<file path="src/hdl/asfr_pkg.sv">
package asfr_pkg;
    localparam logic [7:0] ADDR_X_LO  = 8'h32;
    localparam logic [7:0] ADDR_X_HI  = 8'h33;
    localparam logic [7:0] ADDR_Y_LO  = 8'h34;
    localparam logic [7:0] ADDR_Y_HI  = 8'h35;
    localparam logic [7:0] ADDR_Z_LO  = 8'h36;
    localparam logic [7:0] ADDR_Z_HI  = 8'h37;
    localparam logic [7:0] ADDR_CTRL  = 8'h38;
    localparam logic [7:0] ADDR_STAT  = 8'h39;
    localparam logic [7:0] CTRL_RESET = 8'h00;
    localparam int MODE_MSB  = 7;
    localparam int MODE_LSB  = 6;
    localparam int TRIG_BIT  = 5;
    localparam int SAMP_MSB  = 4;
    localparam int STAT_TRIG = 7;
    localparam int DEPTH     = 32;
    localparam int CNT_W     = 6;
    localparam int AXIS_W    = 16;
    localparam int SAMPLE_W  = 48;
    localparam int DIV_W     = 4;
    localparam int DECIM_W   = 16;
    localparam logic [CNT_W-1:0] DEPTH_CNT = 6'h20;
    localparam logic [DIV_W-1:0] SLEEP_DIV_BASE = 4'h7;
    typedef enum logic [1:0] {
        MODE_BYPASS,
        MODE_COLLECT,
        MODE_STREAM,
        MODE_TRIGGER
    } asfr_mode_type;
    typedef enum logic {
        ST_AWAKE,
        ST_ASLEEP
    } asfr_sleep_type;
endpackage : asfr_pkg

</file>
<file path="src/hdl/asfr_decim.sv">
`timescale 1ns/1ps
`default_nettype none
module asfr_decim (
    input  wire logic                          clk_sys_in,
    input  wire logic                          rst_b_in,
    input  wire logic                          base_tick_in,
    input  wire logic [asfr_pkg::DIV_W-1:0]    div_log2_in,
    output logic                               tick_out
);
    logic [asfr_pkg::DECIM_W-1:0] count;
    logic [asfr_pkg::DECIM_W-1:0] mask;

    // one shared base stream; slower rates keep every 2^n-th tick
    assign mask = (16'h0001 << div_log2_in) - 16'h0001;
    assign tick_out = base_tick_in && ((count & mask) == mask); // RL17

    always_ff @(posedge clk_sys_in) begin
        if (!rst_b_in) begin
            count <= 16'h0000;
        end else if (base_tick_in) begin
            count <= count + 16'h0001;
        end
    end

    property p_decim_on_base;
        @(posedge clk_sys_in) disable iff (!rst_b_in)
        tick_out |-> base_tick_in && (count[0] || div_log2_in == 4'h0);
    endproperty
    a_decim_on_base: assert property (p_decim_on_base) // RL17
        else $error("decimated tick without base tick");
endmodule : asfr_decim
`default_nettype wire

</file>
<file path="src/hdl/asfr_fifo.sv">
`timescale 1ns/1ps
`default_nettype none
module asfr_fifo (
    input  wire logic                          clk_sys_in,
    input  wire logic                          rst_b_in,
    input  wire logic                          flush_in,
    input  wire logic                          push_in,
    input  wire logic                          pop_in,
    input  wire logic [asfr_pkg::SAMPLE_W-1:0] data_in,
    output logic [asfr_pkg::SAMPLE_W-1:0]      front_out,
    output logic [asfr_pkg::CNT_W-1:0]         count_out
);
    logic [asfr_pkg::SAMPLE_W-1:0] mem [asfr_pkg::DEPTH];
    logic [4:0]                    wr_ptr;
    logic [4:0]                    rd_ptr;

    assign front_out = mem[rd_ptr];

    always_ff @(posedge clk_sys_in) begin
        if (push_in && !flush_in) begin
            mem[wr_ptr] <= data_in;
        end
    end

    always_ff @(posedge clk_sys_in) begin
        if (!rst_b_in || flush_in) begin
            wr_ptr    <= 5'h00;
            rd_ptr    <= 5'h00;
            count_out <= 6'h00;
        end else begin
            if (push_in) begin
                wr_ptr <= wr_ptr + 5'h01;
            end
            if (pop_in) begin
                rd_ptr <= rd_ptr + 5'h01;
            end
            count_out <= count_out + {5'h00, push_in} - {5'h00, pop_in};
        end
    end

    property p_depth_limit;
        @(posedge clk_sys_in) disable iff (!rst_b_in)
        count_out <= asfr_pkg::DEPTH_CNT;
    endproperty
    a_depth_limit: assert property (p_depth_limit) // RL16
        else $error("queue holds more than its depth");
endmodule : asfr_fifo
`default_nettype wire

</file>
<file path="src/hdl/asfr_top.sv">
`timescale 1ns/1ps
`default_nettype none
// Operation
// (RL1) six read-only bytes hold x, y, z results at consecutive addresses
// (RL2) results are twos complement, low byte at lower address
// (RL3) host should read all six bytes in one burst
// (RL4) mode field top bits: bypass, collect, stream, triggered capture
// (RL5) collect mode stores up to 32, stops when full, resumes on space
// (RL6) stream mode keeps latest 32, oldest dropped when full
// (RL7) trigger mode keeps pre-trigger samples, then collects until full
// (RL8) trigger-source bit picks irq pin a (0) or irq pin b (1)
// (RL9) sample count zero sets watermark at once in every mode
// (RL10) collect and stream: sample count is the watermark level
// (RL11) trigger mode: sample count is pre-trigger samples retained
// (RL12) host should not use count zero in trigger mode
// (RL13) status top bit shows a trigger event has occurred
// (RL14) status low field is entry count, bit six reads zero
// (RL15) data register read pops one entry; host reads a sample in a burst
// (RL16) queue holds 32 plus one sample at the output stage
// (RL17) lower rates decimate one stream; activity sees undecimated samples
// (RL18) linked mode alternates detection; uncleared activity blocks sleep
// (RL19) linked autosleep: inactivity sleeps, swaps to activity detection
// (RL20) activity while asleep wakes, flags activity, swaps detection back
// (RL21) low-power setting preferred over sleep for low-rate capture
// (RL22) sleep suppresses new-sample flag and queue writes, uses wake rate
// (RL23) new-sample, watermark, overrun flags set always, cleared by data read; watermark here tracks entry count, only in collect/stream or count zero
// (RL24) watermark holds while entries reach the sample count
module asfr_top (
    input  wire logic        clk_sys_in,
    input  wire logic        rst_b_in,
    input  wire logic        base_tick_in,
    input  wire logic [15:0] sample_x_in,
    input  wire logic [15:0] sample_y_in,
    input  wire logic [15:0] sample_z_in,
    input  wire logic [3:0]  rate_div_in,
    input  wire logic [1:0]  wakeup_rate_in,
    input  wire logic        link_en_in,
    input  wire logic        auto_sleep_in,
    input  wire logic        sleep_bit_in,
    input  wire logic        act_det_in,
    input  wire logic        inact_det_in,
    input  wire logic        irq_pin_a_in,
    input  wire logic        irq_pin_b_in,
    input  wire logic        src_read_in,
    input  wire logic        frame_sel_b_in,
    input  wire logic        reg_rd_in,
    input  wire logic        reg_wr_in,
    input  wire logic [7:0]  reg_addr_in,
    input  wire logic [7:0]  reg_wdata_in,
    output logic [7:0]       reg_rdata_out,
    output logic             data_ready_out,
    output logic             watermark_out,
    output logic             overrun_out,
    output logic             activity_flag_out,
    output logic             inactivity_flag_out,
    output logic             sleeping_out,
    output logic             act_det_en_out,
    output logic             inact_det_en_out
);
    logic [7:0]                    ctrl;
    asfr_pkg::asfr_mode_type       mode;
    asfr_pkg::asfr_mode_type       next_mode;
    logic                          trig_src;
    logic [4:0]                    samples;
    logic                          ctrl_wr;
    logic                          flush;
    logic                          fs_meta;
    logic                          fs_sync;
    logic                          fs_prev;
    logic                          frame_end;
    logic                          data_rd_pending;
    logic                          pop_pulse;
    logic [3:0]                    div_sel;
    logic                          s_tick;
    logic                          take_sample;
    logic [asfr_pkg::SAMPLE_W-1:0] sample_vec;
    logic [asfr_pkg::SAMPLE_W-1:0] head;
    logic                          head_valid;
    logic                          head_free;
    logic [asfr_pkg::SAMPLE_W-1:0] fifo_front;
    logic [asfr_pkg::CNT_W-1:0]    fifo_count;
    logic [asfr_pkg::CNT_W-1:0]    eff_count;
    logic                          host_pop_fifo;
    logic                          fifo_push;
    logic                          fifo_pop;
    logic                          drop;
    logic                          to_head;
    logic                          overrun_ev;
    logic                          collecting;
    logic                          event_seen;
    logic                          trig_prev;
    logic                          trig_level;
    logic                          trig_ev;
    logic                          next_wm;
    logic                          look_act;
    asfr_pkg::asfr_sleep_type      state;
    logic                          sleeping;

    assign mode = asfr_pkg::asfr_mode_type'(
        ctrl[asfr_pkg::MODE_MSB:asfr_pkg::MODE_LSB]); // RL4
    assign next_mode = asfr_pkg::asfr_mode_type'(
        reg_wdata_in[asfr_pkg::MODE_MSB:asfr_pkg::MODE_LSB]);
    assign trig_src = ctrl[asfr_pkg::TRIG_BIT];
    assign samples  = ctrl[asfr_pkg::SAMP_MSB:0];
    assign ctrl_wr  = reg_wr_in && (reg_addr_in == asfr_pkg::ADDR_CTRL);
    // a mode change empties the queue, but the output stage keeps its sample from the old mode
    assign flush    = ctrl_wr && (next_mode != mode);

    always_ff @(posedge clk_sys_in) begin
        if (!rst_b_in) begin
            ctrl <= asfr_pkg::CTRL_RESET;
        end else if (ctrl_wr) begin
            ctrl <= reg_wdata_in;
        end
    end

    // frame select pin crosses in through two flops
    always_ff @(posedge clk_sys_in) begin
        if (!rst_b_in) begin
            fs_meta <= 1'b1;
            fs_sync <= 1'b1;
            fs_prev <= 1'b1;
        end else begin
            fs_meta <= frame_sel_b_in;
            fs_sync <= fs_meta;
            fs_prev <= fs_sync;
        end
    end
    assign frame_end = fs_sync && !fs_prev;

    // pop once per frame, so outside bypass a six-byte burst on ready data sees one sample
    always_ff @(posedge clk_sys_in) begin
        if (!rst_b_in) begin
            data_rd_pending <= 1'b0;
        end else if (frame_end) begin
            data_rd_pending <= 1'b0;
        end else if (reg_rd_in && reg_addr_in >= asfr_pkg::ADDR_X_LO
                     && reg_addr_in <= asfr_pkg::ADDR_Z_HI) begin
            data_rd_pending <= 1'b1; // RL15
        end
    end
    assign pop_pulse = frame_end && data_rd_pending; // RL15

    assign sleeping = (state == asfr_pkg::ST_ASLEEP) || sleep_bit_in;
    assign div_sel  = sleeping
        ? asfr_pkg::SLEEP_DIV_BASE + {2'b00, wakeup_rate_in} // RL22
        : rate_div_in;

    asfr_decim u_decim (
        .clk_sys_in   (clk_sys_in),
        .rst_b_in     (rst_b_in),
        .base_tick_in (base_tick_in),
        .div_log2_in  (div_sel),
        .tick_out     (s_tick)
    );

    assign sample_vec  = {sample_z_in, sample_y_in, sample_x_in};
    assign take_sample = s_tick && !sleeping && !flush; // RL22
    assign host_pop_fifo = pop_pulse && (mode != asfr_pkg::MODE_BYPASS)
                           && (fifo_count != 6'h00);
    assign head_free = !head_valid || (pop_pulse && !host_pop_fifo);
    assign eff_count = fifo_count - {5'h00, host_pop_fifo};
    assign collecting = (mode == asfr_pkg::MODE_COLLECT)
        || ((mode == asfr_pkg::MODE_TRIGGER) && event_seen);

    always_comb begin
        to_head    = 1'b0;
        fifo_push  = 1'b0;
        drop       = 1'b0;
        overrun_ev = 1'b0;
        if (take_sample) begin
            if (mode == asfr_pkg::MODE_BYPASS || head_free) begin
                to_head = 1'b1; // RL16
            end else if (collecting) begin
                if (eff_count < asfr_pkg::DEPTH_CNT) begin
                    fifo_push = 1'b1; // RL5 RL7
                end else begin
                    overrun_ev = 1'b1;
                end
            end else if (mode == asfr_pkg::MODE_STREAM) begin
                fifo_push = 1'b1;
                if (eff_count == asfr_pkg::DEPTH_CNT) begin
                    drop       = 1'b1; // RL6
                    overrun_ev = 1'b1;
                end
            end else begin
                fifo_push = 1'b1;
                if (eff_count >= {1'b0, samples} && eff_count != 6'h00
                    && !host_pop_fifo) begin
                    drop = 1'b1; // RL11
                end
            end
        end
    end
    assign fifo_pop = host_pop_fifo || drop;

    asfr_fifo u_fifo (
        .clk_sys_in (clk_sys_in),
        .rst_b_in   (rst_b_in),
        .flush_in   (flush),
        .push_in    (fifo_push),
        .pop_in     (fifo_pop),
        .data_in    (sample_vec),
        .front_out  (fifo_front),
        .count_out  (fifo_count)
    );

    // output stage is the extra entry beyond the queue depth
    always_ff @(posedge clk_sys_in) begin
        if (!rst_b_in) begin
            head       <= 48'h0000_0000_0000;
            head_valid <= 1'b0;
        end else begin
            if (host_pop_fifo) begin
                head <= fifo_front; // RL15
            end else if (pop_pulse) begin
                head_valid <= 1'b0; // RL23
            end
            if (to_head) begin
                head       <= sample_vec;
                head_valid <= 1'b1;
            end
        end
    end

    assign trig_level = trig_src ? irq_pin_b_in : irq_pin_a_in; // RL8
    assign trig_ev    = trig_level && !trig_prev;

    always_ff @(posedge clk_sys_in) begin
        if (!rst_b_in) begin
            trig_prev  <= 1'b0;
            event_seen <= 1'b0;
        end else begin
            trig_prev <= trig_level;
            if (mode == asfr_pkg::MODE_TRIGGER && trig_ev) begin
                event_seen <= 1'b1; // RL13
            end else if (ctrl_wr) begin
                event_seen <= 1'b0;
            end
        end
    end

    assign next_wm = (samples == 5'h00) // RL9
        || ((mode == asfr_pkg::MODE_COLLECT
             || mode == asfr_pkg::MODE_STREAM)
            && fifo_count >= {1'b0, samples}); // RL10 RL24

    always_ff @(posedge clk_sys_in) begin
        if (!rst_b_in) begin
            watermark_out <= 1'b0;
            overrun_out   <= 1'b0;
        end else begin
            watermark_out <= next_wm;
            if (overrun_ev) begin
                overrun_out <= 1'b1; // RL23
            end else if (pop_pulse) begin
                overrun_out <= 1'b0;
            end
        end
    end
    assign data_ready_out = head_valid; // RL23

    // linked mode: look for inactivity first, then only for activity, then back to inactivity once activity is seen
    always_ff @(posedge clk_sys_in) begin
        if (!rst_b_in) begin
            look_act <= 1'b0;
        end else if (!link_en_in) begin
            look_act <= 1'b0;
        end else if (!look_act && inact_det_in) begin
            look_act <= 1'b1; // RL18 RL19
        end else if (look_act && act_det_in) begin
            look_act <= 1'b0; // RL20
        end
    end
    assign act_det_en_out   = !link_en_in || look_act;
    assign inact_det_en_out = !link_en_in || !look_act;

    always_ff @(posedge clk_sys_in) begin
        if (!rst_b_in) begin
            state <= asfr_pkg::ST_AWAKE;
        end else begin
            unique case (state)
                asfr_pkg::ST_AWAKE: begin
                    if (link_en_in && auto_sleep_in && !look_act
                        && inact_det_in && !activity_flag_out) begin
                        state <= asfr_pkg::ST_ASLEEP; // RL18 RL19
                    end
                end
                asfr_pkg::ST_ASLEEP: begin
                    if (act_det_in || !link_en_in || !auto_sleep_in) begin
                        state <= asfr_pkg::ST_AWAKE; // RL20
                    end
                end
            endcase
        end
    end
    assign sleeping_out = sleeping;

    // set wins over a source-register read in the same cycle
    always_ff @(posedge clk_sys_in) begin
        if (!rst_b_in) begin
            activity_flag_out   <= 1'b0;
            inactivity_flag_out <= 1'b0;
        end else begin
            if (act_det_in && act_det_en_out) begin
                activity_flag_out <= 1'b1; // RL20
            end else if (src_read_in) begin
                activity_flag_out <= 1'b0; // RL18
            end
            if (inact_det_in && inact_det_en_out) begin
                inactivity_flag_out <= 1'b1;
            end else if (src_read_in) begin
                inactivity_flag_out <= 1'b0;
            end
        end
    end

    always_ff @(posedge clk_sys_in) begin
        if (!rst_b_in) begin
            reg_rdata_out <= 8'h00;
        end else if (reg_rd_in) begin
            unique case (reg_addr_in)
                asfr_pkg::ADDR_X_LO: reg_rdata_out <= head[7:0]; // RL1 RL2
                asfr_pkg::ADDR_X_HI: reg_rdata_out <= head[15:8];
                asfr_pkg::ADDR_Y_LO: reg_rdata_out <= head[23:16];
                asfr_pkg::ADDR_Y_HI: reg_rdata_out <= head[31:24];
                asfr_pkg::ADDR_Z_LO: reg_rdata_out <= head[39:32];
                asfr_pkg::ADDR_Z_HI: reg_rdata_out <= head[47:40];
                asfr_pkg::ADDR_CTRL: reg_rdata_out <= ctrl;
                asfr_pkg::ADDR_STAT:
                    reg_rdata_out <= {event_seen, 1'b0, fifo_count}; // RL14
                default: reg_rdata_out <= 8'h00;
            endcase
        end
    end

    property p_bypass_empty;
        @(posedge clk_sys_in) disable iff (!rst_b_in)
        mode == asfr_pkg::MODE_BYPASS |-> fifo_count == 6'h00;
    endproperty
    a_bypass_empty: assert property (p_bypass_empty) // RL4
        else $error("queue not empty in bypass");

    property p_collect_full;
        @(posedge clk_sys_in) disable iff (!rst_b_in)
        mode == asfr_pkg::MODE_COLLECT && fifo_count == 6'h20
        && take_sample && head_valid && !pop_pulse && !ctrl_wr
        |=> fifo_count == 6'h20 && overrun_out;
    endproperty
    a_collect_full: assert property (p_collect_full) // RL5
        else $error("collect mode did not stop when full");

    property p_stream_full;
        @(posedge clk_sys_in) disable iff (!rst_b_in)
        mode == asfr_pkg::MODE_STREAM && fifo_count == 6'h20
        && take_sample && head_valid && !pop_pulse && !ctrl_wr
        |=> fifo_count == 6'h20 && overrun_out;
    endproperty
    a_stream_full: assert property (p_stream_full) // RL6
        else $error("stream mode did not drop oldest");

    property p_zero_wm;
        @(posedge clk_sys_in) disable iff (!rst_b_in)
        samples == 5'h00 |=> watermark_out;
    endproperty
    a_zero_wm: assert property (p_zero_wm) // RL9
        else $error("zero sample count did not set watermark");

    property p_trig_seen;
        @(posedge clk_sys_in) disable iff (!rst_b_in)
        mode == asfr_pkg::MODE_TRIGGER && trig_ev
        |=> event_seen ##1 (event_seen || $past(ctrl_wr));
    endproperty
    a_trig_seen: assert property (p_trig_seen) // RL13
        else $error("trigger event not recorded");

    property p_auto_sleep;
        @(posedge clk_sys_in) disable iff (!rst_b_in)
        state == asfr_pkg::ST_AWAKE && link_en_in && auto_sleep_in
        && !look_act && inact_det_in && !activity_flag_out
        |=> sleeping_out && act_det_en_out && !inact_det_en_out;
    endproperty
    a_auto_sleep: assert property (p_auto_sleep) // RL19
        else $error("inactivity did not enter sleep");

    property p_wake;
        @(posedge clk_sys_in) disable iff (!rst_b_in)
        state == asfr_pkg::ST_ASLEEP && act_det_in && act_det_en_out
        |=> state == asfr_pkg::ST_AWAKE && activity_flag_out
            && inact_det_en_out;
    endproperty
    a_wake: assert property (p_wake) // RL20
        else $error("activity did not wake the device");

    property p_sleep_no_write;
        @(posedge clk_sys_in) disable iff (!rst_b_in)
        sleeping |-> !fifo_push && !to_head;
    endproperty
    a_sleep_no_write: assert property (p_sleep_no_write) // RL22
        else $error("sample stored while asleep");

    property p_overrun_clear;
        @(posedge clk_sys_in) disable iff (!rst_b_in)
        pop_pulse && !overrun_ev |=> !overrun_out;
    endproperty
    a_overrun_clear: assert property (p_overrun_clear) // RL23
        else $error("overrun not cleared by data read");
endmodule : asfr_top
`default_nettype wire

</file>
<file path="config.mk">
export PLATFORM = sky130hd
export DESIGN_NAME = asfr_top
export DESIGN_NICKNAME = d
export VERILOG_FILES = /design/src/hdl/asfr_pkg.sv /design/src/hdl/asfr_decim.sv /design/src/hdl/asfr_fifo.sv /design/src/hdl/asfr_top.sv
export SDC_FILE = /design/constraint.sdc
export NUM_CORES = 2
export LEC_CHECK = 0
export ABC_AREA = 1
export BUFFER_PORTS_ARGS = -buffer_cell sky130_fd_sc_hd__buf_2
export CORE_MARGIN = 4
export CORE_UTILIZATION = 35
export DETAILED_ROUTE_END_ITERATION = 12
export PLACE_DENSITY = 0.56
export SETUP_SLACK_MARGIN = 0.5
export SYNTH_ARGS = -nofsm -noshare
export SYNTH_HDL_FRONTEND = slang
export SYNTH_SLANG_ARGS = --single-unit
</file>
<file path="constraint.sdc">
create_clock -name clk_sys_in -period 11.2 [get_ports clk_sys_in]
set_clock_uncertainty 0.05 [all_clocks]
set_input_delay 2.24 -clock clk_sys_in [delete_from_list [all_inputs] [get_ports clk_sys_in]]
set_output_delay 2.24 -clock clk_sys_in [all_outputs]
set_load 0.01 [all_outputs]
</file>
# Yosys cells after proc, flatten, opt, wreduce, memory -nomap -nowiden

Memories as Yosys holds them, arrays and structs flattened. A register that Yosys moved wholly into a read port is not among the register bits.
Index checks and enable logic that the tools add are counted.

Memories: 1
Bits in writable memories: 1,536
Input bits: 84
Register bits: 109
Logic and storage cells: 158

Memory list:

| memory     | words | bits a word | read ports | clocked after memory_dff | wr ports | RTL line        | source |
|---|---|---|---|---|---|---|---|
| u_fifo.mem | 32    | 48          | 1          | 1                        | 1        | asfr_fifo.sv:13 | `logic [asfr_pkg::SAMPLE_W-1:0] mem [asfr_pkg::DEPTH];` |

Multiplexer cells: 40
Equality and inequality tests: 15
Shift operators: 1
Reductions and logical operators: 65
Add/sub/neg operators: 8
$lt $le $gt $ge: 5
Bitwise operators: 3

Operators by type and width:

| operator              | number |
|---|---|
| $mux 48               | 2 |
| $eq 8x6->1 const B    | 8 |
| $pmux 8 s8            | 1 |
| $mux 1                | 33 |
| $logic_and 1x1->1     | 27 |
| $add 16x1->16 const B | 1 |
| $and 16x16->16        | 1 |
| $eq 16x16->1          | 1 |
| $reduce_bool 2->1     | 8 |
| $shl 1x4->16 const A  | 1 |
| $sub 16x1->16 const B | 1 |
| $ge 6x5->1            | 2 |
| $logic_or 1x1->1      | 12 |
| $reduce_bool 6->1     | 2 |
| $sub 6x1->6           | 2 |
| $logic_not 1->1       | 11 |
| $add 5x1->5 const B   | 2 |
| $mux 5                | 2 |
| $ge 8x6->1 const B    | 1 |
| $le 8x6->1 const B    | 1 |
| $add 6x1->6           | 1 |
| $eq 6x6->1 const B    | 1 |
| $lt 6x6->1 const B    | 1 |
| $logic_not 5->1       | 1 |
| other kinds (11)      | 14 |

# Longest topological paths before layout

Word-level depth: 17
Gate-level depth with buffers: 29

# Hierarchy

Synthesis repeated with hierarchy kept, for this count alone.

Cells, all modules: 6,277
Area total of the unflattened synthesis: 68,979.9 sq um

By module, submodules not included:

| module     | instances | cells each | area each (sq um) |
|---|---|---|---|
| asfr_fifo  | 1         | 5,344      | 62,920.3 |
| asfr_top   | 1         | 750        | 4,984.8 |
| asfr_decim | 1         | 183        | 1,074.8 |

# Least setup slack after synthesis

Ideal clock, no wire load.

Path kind: input -> register
From: input port wakeup_rate_in[0]
To: memory u_fifo.mem[11][0] (netlist bit), enable pin
Path buffers: 0
Data arrival time: 6,503 ps
Path slack: 4,193 ps
Stages: 18
Cell sequence: inv_1 ha_1 o21ai_4 nor2_2 nand2_1 ha_1 nor2_1 nor3_1 nand3_1 nor2_1 nand2_1 clkinv_1 nand2_1 nor2_4 nand3_4 nor3_4 nand2_4 nor2_1

Word-level cells in the longest chain between the ends: 13

Ends and longest elaborated chain:

| item                                | RTL line         | source |
|---|---|---|
| start: declaration                  | asfr_top.sv:36   | `input wire logic [1:0] wakeup_rate_in,` |
| $add 3x2->4 (*)                     | asfr_top.sv:146  | `? asfr_pkg::SLEEP_DIV_BASE + {2'b00, wakeup_rate_in}` |
| $mux 4 (*)                          | asfr_top.sv:146  |  |
| $shl 1x4->16 (*)                    | asfr_decim.sv:14 | `assign mask = (16'h0001 << div_log2_in) - 16'h0001;` |
| $sub 16x1->16 (*)                   | asfr_decim.sv:14 |  |
| $and 16x16->16                      | asfr_decim.sv:15 | `assign tick_out = base_tick_in && ((count & mask) == mask);` |
| $eq 16x16->1 (*)                    | asfr_decim.sv:15 |  |
| $logic_and 1x1->1 (*)               | asfr_decim.sv:15 |  |
| $logic_and 1x1->1 (*) (2 in series) | asfr_top.sv:158  | `assign take_sample = s_tick && !sleeping && !flush;` |
| $mux 1 (*)                          | asfr_top.sv:171  | `if (take_sample) begin` |
| $logic_and 1x1->1 (*)               | asfr_fifo.sv:20  | `if (push_in && !flush_in) begin` |
| $mux 1 (*)                          | asfr_fifo.sv:20  |  |
| $mux 1 (implied by the code) (*)    | asfr_fifo.sv:21  | `mem[wr_ptr] <= data_in;` |
| end: declaration                    | asfr_fifo.sv:13  |  |

Every way passes the cells marked *; elsewhere a longest branch is shown, timed or not.

# Worst setup path after layout

From: input port wakeup_rate_in[0]
To: memory u_fifo.mem[19][38] (netlist bit), enable pin

Same word-level chain as after synthesis.

==> flow_summary_export.csv <==
group,metric,value,unit
setup_path,reg2reg_slack,5.69,ns
clock_tree,clock_sinks,1649,
floorplan,start_util,35.26,%
cells_and_area,final_layout_size_suffix_gt1_share,8.655,%
pwr,powerDensity,164.6,nW/µm²
worst_hold_path,min_from,"fs_meta",
floorplan,die_x,443.2,µm
drt,vias_per_cell,5.568,
clock_tree,cts_root_buf,"clkbuf_16",
worst_hold_path,min_to,"fs_sync",
setup_path,crit_fanout,28,
placement,gp_congestion,0.8495,
placement,dp_slack,3.913,ns
synthesis,syn_inst,5382,
floorplan,die_y,443.2,µm
synthesis,netlist_top_cells_area,"edfxtp_1, o21ai_0, nor2_1",
clock_tree,cts.path.max_buffers,3,
timing,setup_viol,0,
synthesis,yosysWarnings,0,
setup_path,r2r_start,"u_fifo.count_out[3]",
setup_path,required,11.61,ns
timing,max_slew.worst_pin.slew,1.180,ns
drt,drc,0,
status,status,"finished clean",
synthesis,post-synth-top-area-cell,"edfxtp_1",
global_routing,overflow,0,
timing,rsz0062_at_grt,"no",
pwr,peakVddDrop,0.1558,mV
clock_tree,cts_setup_buffers,0,
synthesis,ys.flop_type,"edfxtp_1",
timing,period_needed,6.420,ns
global_routing,grt_pass1_vias,41610,
setup_path,crit_path_end_kind,"register",
cells_and_area,nNetsFinal,5481,
timing,timing.slew.headroom,21.13,%
clock_tree,post_cts_resized,0,
job,cap_violations,0,
placement,portBuffers,99,
global_routing,grt_start_max_net_pins,185,
synthesis,yosysSeqAreaShare,72.98,%
synthesis,synth-async-reset-ratio,0,%
drt,ant_nets,0,
synthesis,synth_compound_area_share,13.45,%
synthesis,syn_area,66300,µm²
synthesis,synthMuxAreaShare,0.01699,%
drt,first_pass_iters,7,
clock_tree,cts_buffers,173,
clock_tree,path_clk_slew,0.05,ns
timing,maxSlewViolCount,0,
synthesis,ys_types,51,
cells_and_area,fillers,17679,
clock_tree,h-tree-depth,4,
drt,dr.first_iter.drc_count,5756,
timing,fmax,155.8,MHz
setup_path,critPathArrivalTime,6.83,ns
clock_tree,tritoncts,"done",
cells_and_area,syn2layout_area_growth,12.61,%
worst_hold_path,holdPathStages,1,
global_routing,grt_first_pass_wirelength,295600,µm
synthesis,synth_top_family_by_area,"compound AO/OA/AOI/OAI gates",
synthesis,ys_ff_latch,1649,
floorplan,pin_count,100,
synthesis,syn_area_per_cell,12.32,µm²
drt,drt_wl_total,204400,µm
setup_path,cp-start-kind,"input port",
global_routing,antenna_found_initial,6,
synthesis,synth_adder_area_share,0.6907,%
pwr,p_leak,24.25,nW
setup_path,critPathKind,"input port to register",
cells_and_area,finalInstanceArea,74660,µm²
placement,hpwl,114200,µm
synthesis,synth_edf_count,1536,
setup_path,r2r_end,"u_fifo.mem[19][38]",
clock_tree,hold_buffers,0,
drt,dr_total_vias,44529,
synthesis,synth.net_count,5502,
setup_path,worstSetupStartpoint,"wakeup_rate_in[0]",
global_routing,grt_use_total,20.16,%
clock_tree,clkLatencyLatePin,0.84,ns
worst_hold_path,hp-class,"register to register",
synthesis,synth_top_area_share,69.57,%
drt,post_drt_wl_per_cell,25.56,µm
timing,finalSetupTns,0,ns
floorplan,dieArea,196400,µm²
synthesis,synthSimpleGateAreaFrac,9.948,%
timing,hold_viol_final,0,
timing,setup_ws,4.780,ns
floorplan,fp-row-count,159,
placement,place_area,69400,µm²
floorplan,core,188000,µm²
cells_and_area,final_util,39.71,%
timing,fin_crit_sh,57.32,%
synthesis,synth_xor_area_share,0.1453,%
timing,worst_hold_slack,0.3688,ns
setup_path,r2r_cells,16,
## flip-flops by register name, summed over array words and instances (netlist names), 5 cells and up, named ones only
register          count
u_fifo.rd_ptr         5
ctrl                  8
u_decim.count        15
u_fifo.count_out      6
u_fifo.mem         1536
head                 48
reg_rdata_out         8
u_fifo.wr_ptr         5
## metal layers
metal	share of wire [%]	vias up	global-route usage, %	wire length, µm
met1	43	22336	29.56	88700
met2	44	2072	30.30	90870
met3	9.5	282	4.118	19350
met4	2.7	2	5.840	5439
li1	-	19837	-	-
met5	0.0064	-	0	13
## synthesized netlist by cell type (2+ instances only)
cell type and count:
a21oi_1 115, a221oi_1 12, buf_1 17, buf_2 36
clkbuf_1 317, clkinv_1 2, dfxtp_1 113, edfxtp_1 1536
ha_1 35, inv_1 95, inv_2 8, nand2_1 372
nand2_2 7, nand2_4 6, nand3_1 116, nand3b_1 49
nand4_1 10, nor2_1 1010, nor2_2 6, nor2_4 2
nor3_1 18, nor3_2 2, o211ai_1 67, o21ai_0 953
o21ai_1 6, o21bai_1 4, o221ai_1 43, o22ai_1 388
or2_2 6, xnor2_1 3, xor2_1 8
## logic make-up (layout without fill, tap and decap cells)
group	after synthesis	after routing
AO/OA/AOI/OAI	1599	1599
buffers and inverters	476	594
multiplexers	1	1
AND/OR/NAND/NOR	1610	1610
XOR/XNOR	11	11
flip-flops	1649	1649
adder cells (fa/ha/maj)	36	36
other	0	2
## cell type report
type	instances	area [µm²]	area share (%)
flip-flops and latches	1649	48400	64.83
multi-input cells	3257	16330	21.87
clock buffers	222	4513	6.045
well taps	2495	3122	4.182
repair buffers	175	1129	1.512
clock inverters	92	735.7	0.9855
inverters	105	417.9	0.5598
diodes	2	5.005	0.006704
## layout by cell type (no fill, tap or decap), types with 67 or more instances in the layout
cell       count
dfxtp_1      108
buf_4         71
o211ai_1      67
nand2_1      372
a21oi_1      115
nand3_1      116
buf_2         99
o21ai_0      953
edfxtp_1    1536
clkbuf_16    173
o22ai_1      388
inv_1         92
nor2_1       979
## stage by stage
stage                     total power [mW]  instances
final                                12.29       7997
after CTS                            12.38       7995
after global placement               7.044       7681
after detailed placement             7.047       7681
after floorplan                      6.898       5382
after global routing                 12.64       7997
## report_power, final
| part | internal [mW] | switching, mW | leakage (nW) |
|---|---|---|---|
| Combinational | 0.0259 | 0.162 | 7.02 |
| Clock | 2.92 | 2.45 | 2.52 |
| Sequential | 6.73 | 0.00162 | 14.7 |
## critical path, stage by stage
cell      delay [ns]
buf_2           0.11
inv_1           0.05
ha_1            0.34
o21ai_4         0.26
nor2_2          0.11
nand2_1         0.10
ha_1            0.32
inv_1           0.12
a21oi_1         0.17
nand2_1         0.08
nand3b_1        0.08
nand2_1         0.08
nor2_4          0.15
nand3_4         0.12
nor3_4          0.55
nand2_4         0.32
nor2_4          0.89
buf_4           0.65
## worst max-delay path by stage
stage	end	slack, ns	depth (start not counted)
2_1_floorplan	u_fifo.mem[11][0]	4.19	18
3_3_place_gp	u_fifo.mem[0][17]	3.93	18
3_5_place_dp	u_fifo.mem[19][31]	3.91	18
4_1_cts	u_fifo.mem[2][43]	4.78	18
5_1_grt	u_fifo.mem[19][38]	4.50	18
6_report	u_fifo.mem[19][38]	4.78	18
Note: power is estimated with default switching activity, not from simulation.
